### src/design/ueig_pkg.sv
// package of constants and carrier types for the usb error interrupt gating
// Functional notes
// - an enabled error flag feeds the summary flag; a disabled one does not.
// - error flags set on their conditions whatever the enable bits say.
// - enables: bit stuff 7, turnaround 4, byte align 3, crc16 2, crc5 1, pid 0.
// - enable bits 6 and 5 read zero and ignore writes.
// - implemented enable bits are read/write, one enables, reset to zero.
// - summary flag is the OR of enabled flags, read only to software.
// - flags set on detection and stay set until software writes zero.
// - turnaround flag rises after more than sixteen idle bit times past eop.
package ueig_pkg;

	// register byte offsets on the bus
	localparam logic [7:0] OFF_ERR_STATUS = 8'h00;
	localparam logic [7:0] OFF_ERR_ENABLE = 8'h04;
	localparam logic [7:0] OFF_IRQ_STATUS = 8'h08;
	localparam logic [7:0] OFF_IRQ_ENABLE = 8'h0C;

	// error flag and enable bit positions, same layout in both registers
	localparam int BIT_BIT_STUFF = 7;
	localparam int BIT_TURNAROUND = 4;
	localparam int BIT_BYTE_ALIGN = 3;
	localparam int BIT_DATA_CRC = 2;
	localparam int BIT_TOKEN_CRC = 1;
	localparam int BIT_PACKET_ID = 0;
	localparam logic [7:0] ERR_IMPL_MASK = 8'h9F;

	// top level status and enable: summary flag position
	localparam int BIT_SUMMARY = 1;
	localparam logic [7:0] IRQ_IMPL_MASK = 8'h02;

	// reset values
	localparam logic [7:0] ERR_STATUS_RST = 8'h00;
	localparam logic [7:0] ERR_ENABLE_RST = 8'h00;
	localparam logic [7:0] IRQ_ENABLE_RST = 8'h00;

	// idle bit times allowed after an end of packet
	localparam int TURN_IDLE_BITS = 16;

	// axi responses
	localparam logic [1:0] RESP_OKAY = 2'b00;
	localparam logic [1:0] RESP_SLVERR = 2'b10;

	// error events from the serial interface engine, one-cycle pulses
	typedef struct packed {
		logic bit_stuff;
		logic byte_align;
		logic data_crc;
		logic token_crc;
		logic packet_id;
	} ueig_sie_evt_t;

endpackage

### src/design/ueig_gate.sv
// usb error interrupt gating with axi4-lite register slave
//
// The register addresses and the AXI4-Lite register port are this design's own decisions.
`timescale 1ns/100ps
module ueig_gate
	import ueig_pkg::*;
#(
	parameter int TURN_BITS = TURN_IDLE_BITS
)
(
	// clock and reset
	input wire logic aclk,
	input wire logic aresetn,
	// axi4-lite write address
	input wire logic [7:0] awaddr,
	input wire logic [2:0] awprot,
	input wire logic awvalid,
	output logic awready,
	// axi4-lite write data
	input wire logic [31:0] wdata,
	input wire logic [3:0] wstrb,
	input wire logic wvalid,
	output logic wready,
	// axi4-lite write response
	output logic [1:0] bresp,
	output logic bvalid,
	input wire logic bready,
	// axi4-lite read address
	input wire logic [7:0] araddr,
	input wire logic [2:0] arprot,
	input wire logic arvalid,
	output logic arready,
	// axi4-lite read data
	output logic [31:0] rdata,
	output logic [1:0] rresp,
	output logic rvalid,
	input wire logic rready,
	// error events from the serial interface engine
	input wire ueig_sie_evt_t sie_events,
	// bus timing for the turnaround watch
	input wire logic eop_seen,
	input wire logic response_start,
	input wire logic bit_tick,
	input wire logic line_idle,
	// interrupt outputs
	output logic usb_error_summary,
	output logic usb_irq
);

	localparam int CNT_W = $clog2(TURN_BITS + 1);

	// write channel state
	logic aw_have, next_aw_have;
	logic [7:0] aw_addr, next_aw_addr;
	logic w_have, next_w_have;
	logic [7:0] w_data, next_w_data;
	logic w_lane0, next_w_lane0;
	logic next_bvalid;
	logic [1:0] next_bresp;
	logic do_write;
	logic st_wr;
	// read channel state
	logic next_rvalid;
	logic [31:0] next_rdata;
	logic [1:0] next_rresp;
	logic [7:0] rd_byte;
	logic rd_ok;
	// registers
	logic [7:0] err_enable, next_err_enable;
	logic [7:0] irq_enable, next_irq_enable;
	logic [7:0] err_flags;
	logic [7:0] evt_vec;
	logic [7:0] clr_vec;
	logic next_summary, next_irq;
	// turnaround watch
	logic armed, next_armed;
	logic [CNT_W-1:0] turn_cnt, next_turn_cnt;
	logic turn_fire;

	// channel readies
	assign awready = !aw_have;
	assign wready = !w_have;
	assign arready = !rvalid;
	assign do_write = aw_have && w_have && !bvalid;
	// status register write with lane 0 on, watched by the checks
	assign st_wr = do_write && w_lane0 && aw_addr == OFF_ERR_STATUS;

	// write channel: address and data taken in either order
	always_comb begin
		next_aw_have = aw_have;
		next_aw_addr = aw_addr;
		next_w_have = w_have;
		next_w_data = w_data;
		next_w_lane0 = w_lane0;
		next_bvalid = bvalid;
		next_bresp = bresp;
		if (awvalid && awready) begin
			next_aw_have = 1'b1;
			next_aw_addr = awaddr;
		end
		if (wvalid && wready) begin
			next_w_have = 1'b1;
			next_w_data = wdata[7:0];
			next_w_lane0 = wstrb[0];
		end
		if (do_write) begin
			next_aw_have = 1'b0;
			next_w_have = 1'b0;
			next_bvalid = 1'b1;
			case (aw_addr)
				OFF_ERR_STATUS, OFF_ERR_ENABLE,
				OFF_IRQ_STATUS, OFF_IRQ_ENABLE: begin
					next_bresp = RESP_OKAY;
				end
				default: begin
					next_bresp = RESP_SLVERR;
				end
			endcase
		end else if (bvalid && bready) begin
			next_bvalid = 1'b0;
		end
	end

	// write channel registers
	always_ff @(posedge aclk) begin
		if (!aresetn) begin
			aw_have <= 1'b0;
			aw_addr <= 8'h00;
			w_have <= 1'b0;
			w_data <= 8'h00;
			w_lane0 <= 1'b0;
			bvalid <= 1'b0;
			bresp <= RESP_OKAY;
		end else begin
			aw_have <= next_aw_have;
			aw_addr <= next_aw_addr;
			w_have <= next_w_have;
			w_data <= next_w_data;
			w_lane0 <= next_w_lane0;
			bvalid <= next_bvalid;
			bresp <= next_bresp;
		end
	end

	// software state: enables; status clears by writing zero
	always_comb begin
		next_err_enable = err_enable;
		next_irq_enable = irq_enable;
		clr_vec = 8'h00;
		if (do_write && w_lane0) begin
			case (aw_addr)
				OFF_ERR_ENABLE: begin
					next_err_enable = w_data & ERR_IMPL_MASK;
				end
				OFF_IRQ_ENABLE: begin
					next_irq_enable = w_data & IRQ_IMPL_MASK;
				end
				OFF_ERR_STATUS: begin
					clr_vec = ~w_data & ERR_IMPL_MASK;
				end
				default: begin
					clr_vec = 8'h00;
				end
			endcase
		end
	end

	// enable registers
	always_ff @(posedge aclk) begin
		if (!aresetn) begin
			err_enable <= ERR_ENABLE_RST;
			irq_enable <= IRQ_ENABLE_RST;
		end else begin
			err_enable <= next_err_enable;
			irq_enable <= next_irq_enable;
		end
	end

	// turnaround watch: count idle bit times after eop
	always_comb begin
		next_armed = armed;
		next_turn_cnt = turn_cnt;
		turn_fire = 1'b0;
		if (response_start) begin
			next_armed = 1'b0;
			next_turn_cnt = '0;
		end else if (eop_seen) begin
			next_armed = 1'b1;
			next_turn_cnt = '0;
		end else if (armed && bit_tick && line_idle) begin
			if (turn_cnt == CNT_W'(TURN_BITS)) begin
				turn_fire = 1'b1;
				next_armed = 1'b0;
				next_turn_cnt = '0;
			end else begin
				next_turn_cnt = turn_cnt + 1'b1;
			end
		end
	end

	// turnaround registers
	always_ff @(posedge aclk) begin
		if (!aresetn) begin
			armed <= 1'b0;
			turn_cnt <= '0;
		end else begin
			armed <= next_armed;
			turn_cnt <= next_turn_cnt;
		end
	end

	// event vector in register layout, independent of enables
	always_comb begin
		evt_vec = 8'h00;
		evt_vec[BIT_BIT_STUFF] = sie_events.bit_stuff;
		evt_vec[BIT_TURNAROUND] = turn_fire;
		evt_vec[BIT_BYTE_ALIGN] = sie_events.byte_align;
		evt_vec[BIT_DATA_CRC] = sie_events.data_crc;
		evt_vec[BIT_TOKEN_CRC] = sie_events.token_crc;
		evt_vec[BIT_PACKET_ID] = sie_events.packet_id;
	end

	// sticky flags for implemented bits, others read zero
	for (genvar i = 0; i < 8; i++) begin : g_flag
		if (ERR_IMPL_MASK[i]) begin : g_impl
			ueig_flag_bit u_flag (
				.aclk(aclk),
				.aresetn(aresetn),
				.set(evt_vec[i]),
				.clr(clr_vec[i]),
				.q(err_flags[i])
			);
		end else begin : g_none
			assign err_flags[i] = 1'b0;
		end
	end

	// summary and interrupt: gated OR of current flags
	always_comb begin
		next_summary = |(err_flags & err_enable);
		next_irq = next_summary && irq_enable[BIT_SUMMARY];
	end

	// summary registers
	always_ff @(posedge aclk) begin
		if (!aresetn) begin
			usb_error_summary <= 1'b0;
			usb_irq <= 1'b0;
		end else begin
			usb_error_summary <= next_summary;
			usb_irq <= next_irq;
		end
	end

	// read mux, summary bit is status only
	always_comb begin
		rd_byte = 8'h00;
		rd_ok = 1'b1;
		case (araddr)
			OFF_ERR_STATUS: begin
				rd_byte = err_flags;
			end
			OFF_ERR_ENABLE: begin
				rd_byte = err_enable;
			end
			OFF_IRQ_STATUS: begin
				rd_byte[BIT_SUMMARY] = usb_error_summary;
			end
			OFF_IRQ_ENABLE: begin
				rd_byte = irq_enable;
			end
			default: begin
				rd_ok = 1'b0;
			end
		endcase
	end

	// read channel next values
	always_comb begin
		next_rvalid = rvalid;
		next_rdata = rdata;
		next_rresp = rresp;
		if (arvalid && arready) begin
			next_rvalid = 1'b1;
			next_rdata = {24'h00_0000, rd_byte};
			next_rresp = rd_ok ? RESP_OKAY : RESP_SLVERR;
		end else if (rvalid && rready) begin
			next_rvalid = 1'b0;
		end
	end

	// read channel registers
	always_ff @(posedge aclk) begin
		if (!aresetn) begin
			rvalid <= 1'b0;
			rdata <= 32'h0000_0000;
			rresp <= RESP_OKAY;
		end else begin
			rvalid <= next_rvalid;
			rdata <= next_rdata;
			rresp <= next_rresp;
		end
	end
endmodule // ueig_gate

### src/design/ueig_flag_bit.sv
// one sticky error flag, set wins over clear
`timescale 1ns/100ps
module ueig_flag_bit
	import ueig_pkg::*;
(
	// clock and reset
	input wire logic aclk,
	input wire logic aresetn,
	// set and clear strobes
	input wire logic set,
	input wire logic clr,
	// flag state
	output logic q
);

	logic next_q;

	// next value: a set in the clear cycle is kept
	always_comb begin
		next_q = q;
		if (set) begin
			next_q = 1'b1;
		end else if (clr) begin
			next_q = 1'b0;
		end
	end

	// register
	always_ff @(posedge aclk) begin
		if (!aresetn) begin
			q <= 1'b0;
		end else begin
			q <= next_q;
		end
	end

endmodule // ueig_flag_bit

### config.mk
export PLATFORM = sky130hd
export DESIGN_NAME = ueig_gate
export DESIGN_NICKNAME = d
export VERILOG_FILES = /design/src/design/ueig_pkg.sv /design/src/design/ueig_gate.sv /design/src/design/ueig_flag_bit.sv
export SDC_FILE = /design/constraint.sdc
export NUM_CORES = 1
export LEC_CHECK = 0
export ABC_AREA = 0
export ABC_CLOCK_PERIOD_IN_PS = 4800
export CAP_MARGIN = 30
export CORE_MARGIN = 2
export CORE_UTILIZATION = 25
export DETAILED_ROUTE_END_ITERATION = 16
export DONT_BUFFER_PORTS = 1
export REMOVE_ABC_BUFFERS = 1
export SETUP_SLACK_MARGIN = 0.05
export SKIP_LAST_GASP = 1
export SLEW_MARGIN = 40
export SYNTH_ARGS = -nofsm -noshare
export SYNTH_HDL_FRONTEND = slang
export SYNTH_HIERARCHICAL = 1
export SYNTH_SLANG_ARGS = --single-unit
export TNS_END_PERCENT = 20
### constraint.sdc
create_clock -name aclk -period 4.8 [get_ports aclk]
set_input_delay 0.72 -clock aclk [delete_from_list [all_inputs] [get_ports aclk]]
set_output_delay 0.72 -clock aclk [all_outputs]
set_load 0.02 [all_outputs]
# Word level (Yosys, flattened, before mapping)
# Cells that the tools add are included.
# totals
regBits	54
latch_bits	0
mem_bits_rw	0
romBits	0
in_bits	74
output_inout_bits	43
wordCells	101
memories	0
# classes
n_addsub	1
n_mul	0
div	0
order_cmp	0
eq_ne	7
shifts	0
n_mux	32
bitwise_logic	3
reduce_logical	36
# op_table
operator	count
8-bit by 4-bit equality test with 1-bit output, second input constant	4
1-bit 2-to-1 mux	24
2-bit nonzero test	10
8-bit by 3-bit equality test with 1-bit output, second input constant	2
8-bit zero test	2
8-bit 2-to-1 mux	2
6-bit one-hot mux with 2 select lines	1
1-bit logical AND	11
8-bit AND	1
8-bit NOT	1
4-bit OR reduction	2
8-bit OR reduction	1
2-bit AND reduction	3
5-bit by 1-bit adder with 5-bit output, second input constant	1
5-bit equality test, second input constant	1
5-bit 2-to-1 mux	1
1-bit zero test	4
2-bit 2-to-1 mux	2
1-bit one-hot mux with 4 select lines	1
2-bit OR reduction	2
3-bit OR reduction	1
1-bit one-hot mux with 2 select lines	1
1-bit NOT	1

# Longest topological paths before layout
# depth
depth_word	6
ltp_mapped	6
mapped_depth_nobuf	5

# Hierarchy
# Netlist, hierarchy kept.
# modules_own_cells
mod	instances	cells_per_inst	area_per_inst_um2	seq_area_each_um2
ueig_gate	1	228	2053.2	840.8
ueig_flag_bit	6	3	41.3	20.0

# Worst setup path before layout
# Ideal clock, no wire load.
# synth_path
kind	reg-to-reg
start	reg bvalid
end	reg g_flag[0].g_impl.u_flag.q
setup_ns	0.115
arrival_ns	1.508
required_time_ns	4.685
path_slack_ns	3.178
path_stages_with_launch	7
n_path_buf	1
period_less_slack_ns	1.622
path_cell_list	dfxtp_1 and3b_1 buf_2 nand4_1 nor4_1 nor2b_4 o21a_1
# synth_via
elab_chain_cells	5
# synth_rtl
element	line_no	rtl
start: declaration	ueig_gate.sv:26	output logic bvalid,
start signal: assignment	ueig_gate.sv:140	bvalid <= next_bvalid;
1-bit zero test	ueig_gate.sv:84	assign do_write = aw_have && w_have && !bvalid;
1-bit logical AND	ueig_gate.sv:84	
1-bit logical AND	ueig_gate.sv:150	if (do_write && w_lane0) begin
8-bit 2-to-1 mux	ueig_gate.sv:150	
net clr_vec[0]	ueig_gate.sv:73	logic [7:0] clr_vec;
2-bit nonzero test (no line)	--	
end signal: assignment	ueig_flag_bit.sv:33	q <= next_q;
end: declaration	ueig_flag_bit.sv:13	output logic q
# The timed path passes the listed nets, and every way through them passes these cells.
# A chain may end at the register's enable or synchronous reset.

# Worst setup path after layout
# layout_path
start	reg bvalid
end	reg g_flag[3].g_impl.u_flag.q
# layout_via
elab_chain_cells	5
# layout_rtl
element	line_no
1-bit zero test	ueig_gate.sv:84
1-bit logical AND	ueig_gate.sv:84
1-bit logical AND	ueig_gate.sv:150
8-bit 2-to-1 mux	ueig_gate.sv:150
net clr_vec[3]	ueig_gate.sv:73
2-bit nonzero test (no line)	--
end signal: assignment	ueig_flag_bit.sv:33
end: declaration	ueig_flag_bit.sv:13
# The timed path passes the listed nets, and every way through them passes these cells.

==> impl_metrics.env <==
export IMPL_outcome="finished, final reports clean"
export IMPL_place_ws_ns=2.87
export IMPL_p_sw_frac=0.262
export IMPL_synthToLayoutAreaGrowth_pct=2.77
export IMPL_crit_required_ns=5.00
export IMPL_seq_power_share=0.570
export IMPL_cts_made_buffers=5
export IMPL_grt_setup_unrepaired="no"
export IMPL_finalHoldViolations=0
export IMPL_drt_iter0_drc=76
export IMPL_setup_tns_ns=0
export IMPL_clk_latency_ns=0.30
export IMPL_final_layout_size_suffix_gt1_frac=0.0750
export IMPL_comb_power_share=0.098
export IMPL_synth_seq_area_share=0.418
export IMPL_diodes=0
export IMPL_io_pins=117
export IMPL_start_util=0.254
export IMPL_vias=1586
export IMPL_synth_edf_count=0
export IMPL_start_kind="flip-flop"
export IMPL_hold_path_cell_count=2
export IMPL_finalInstanceArea_um2=2360
export IMPL_layout_commonest_cell="dfxtp_1"
export IMPL_grt_pass1_vias=1462
export IMPL_dr_pass1_iters=4
export IMPL_grt_overflow=0
export IMPL_arrival_ns=2.14
export IMPL_r2r_setup_slack_ns=2.86
export IMPL_die_x_um=99.9
export IMPL_grt_max_degree=30
export IMPL_total_power_mw=0.755
export IMPL_rr_startpoint="bvalid"
export IMPL_ctsHoldBuffers=0
export IMPL_switchingPower_mw=0.198
export IMPL_final_cell_mix="dfxtp_1, mux2i_1, conb_1, nand2_1, nor2_1"
export IMPL_grt_first_pass_wirelength_um=7510
export IMPL_cap_violations=0
export IMPL_synth_avg_cell_area_um2=9.35
export IMPL_ys_ff_latch=48
export IMPL_criticalPathCategory="flip-flop to flip-flop"
export IMPL_die_area_um2=9990
export IMPL_cts_resized=0
export IMPL_clk_path_buf_depth=2
export IMPL_end_kind="flip-flop"
export IMPL_hpwlAfterDp_um=3630
export IMPL_placed_area_um2=2270
export IMPL_wl_um=4810
export IMPL_setup_ws_ns=2.86
export IMPL_rows=35
export IMPL_min_to="err_enable[1]"
export IMPL_place_gp_congestion=0.747
export IMPL_relSlewSlack=0.588
export IMPL_htreeDepth=2
export IMPL_holdCritStartpoint="err_enable[1]"
export IMPL_reg2reg_depth=5
export IMPL_ant_nets=0
export IMPL_synthCells=246
export IMPL_r2r_end="g_flag[3].g_impl.u_flag/q"
export IMPL_cts_tree="built"
export IMPL_cp_max_fo=8
export IMPL_finalCriticalPeriod_ns=1.94
export IMPL_fin_skew_ns=0.00816
export IMPL_drc=0
export IMPL_ys_async_sr_fraction=0
export IMPL_die_y_um=99.9
export IMPL_fmax_mhz=515
export IMPL_synth_distinct_cells=37
export IMPL_cts_sinks=48
export IMPL_io_buffers=0
export IMPL_p_per_area_nw_per_um2=319
export IMPL_antenna_found_initial=0
export IMPL_p_leak_nw=0.903
export IMPL_root_buffer="clkbuf_8"
export IMPL_period_share=0.405
export IMPL_core_um2=9060
export IMPL_setup_violations=0
export IMPL_fin_nets=315
export IMPL_grt_use_total=0.0960
export IMPL_holdCritPathClass="flip-flop to flip-flop"
export IMPL_ys_flop_type="dfxtp_1"
export IMPL_internal_power_mw=0.557
export IMPL_p_clk_frac=0.331
export IMPL_post_cts_buffers=0
export IMPL_drv_slew=0
export IMPL_clk_pin_slew_worst_paths_ns=0.09
export IMPL_netlist_area_um2=2300
export IMPL_wl_per_cell_um=13.7
export IMPL_via_per_inst=4.52
export IMPL_yosys_warnings=6
export IMPL_tightest_slew_ns=0.617
export IMPL_ir_worst_vdd_uv=163
## through the flow
stage | utilization | hold slack, ns | cells
after floorplan | - | 0.431 | 232
after global placement | 0.250 | 0.461 | 343
after detailed placement | 0.250 | 0.464 | 343
after CTS | 0.260 | 0.477 | 351
after global routing | 0.261 | 0.466 | 351
final | 0.261 | 0.477 | 351
## kinds of logic after synthesis
kind of cell,share of synthesized area
other,0.00163
muxes,0.127
and+or+nand+nor,0.209
AOI/OAI and AO/OA,0.103
buffers and inverters,0.131
DFF,0.418
adders and majority gates,0.0109
## power groups by stage
stage	Clock [mW]	Sequential, mW	Combinational [mW]
final	0.250	0.431	0.0742
after global routing	0.275	0.433	0.0826
after CTS	0.255	0.430	0.0745
after detailed placement	0	0.440	0.0742
after global placement	0	0.439	0.0725
after floorplan	0	0.435	0.0656
## worst max-delay path, stage by stage, from the launching register on
cell and delay [ns]:
dfxtp_1 0.39, and3b_1 0.40, nand4_1 0.30, nor4_1 0.51, nor2b_4 0.06, o21a_1 0.17
## worst max path at each step
| stage | slack, ns | endpoint | start | cells past startpoint |
|---|---|---|---|---|
| floorplan | 3.10 | aw_addr[0] | awvalid | 3 |
| detailed placement | 2.87 | rdata[0] | arvalid | 3 |
| global route | 2.70 | g_flag[3].g_impl.u_flag/q | bvalid | 5 |
| finish | 2.86 | g_flag[3].g_impl.u_flag/q | bvalid | 5 |
| global placement | 2.90 | g_flag[3].g_impl.u_flag/q | bvalid | 5 |
| CTS | 2.86 | g_flag[3].g_impl.u_flag/q | bvalid | 5 |
## final cells by class
type	instances	area [um2]
inverters	8	30.0
clock buffers	8	90.1
well taps	111	139
flip-flops and latches	48	961
fillers	969	6700
multi-input cells	176	1140
## routing by layer
layer	vias up	GRT usage	wire length, um
li1	783	-	-
met1	736	0.120	2130
met2	60	0.154	2190
met3	7	0.0404	451
met4	0	0.0232	38
met5	-	0	0
## sequential cells by signal, indices dropped and copies added, names as in the netlist, 5 cells and up
signal                  cells
aw_addr                     8
err_enable                  6
g_flag.g_impl.u_flag/q      6
rdata                       6
turn_cnt                    5
w_data                      6
## synth_stat cells (2+ instances only)
master / number / area share
a31oi_1: 3 / 0.0082
and3b_1: 2 / 0.0076
ha_1: 2 / 0.011
mux2i_1: 28 / 0.12
a211oi_1: 2 / 0.0065
nand3_1: 4 / 0.0087
a311oi_1: 3 / 0.011
clkbuf_1: 5 / 0.0082
inv_1: 7 / 0.011
o21ai_0: 4 / 0.0087
buf_4: 29 / 0.095
nor2_1: 23 / 0.038
o21a_1: 6 / 0.020
a22oi_1: 3 / 0.0098
nor2b_1: 3 / 0.0082
nand2_1: 25 / 0.041
a21oi_1: 4 / 0.0087
and3_1: 3 / 0.0082
or3_1: 2 / 0.0054
nor2b_4: 6 / 0.036
o32ai_1: 6 / 0.023
nand4_1: 2 / 0.0054
nor4_1: 7 / 0.019
dfxtp_1: 48 / 0.42
buf_2: 7 / 0.015
(Power assumes the default switching activity.)
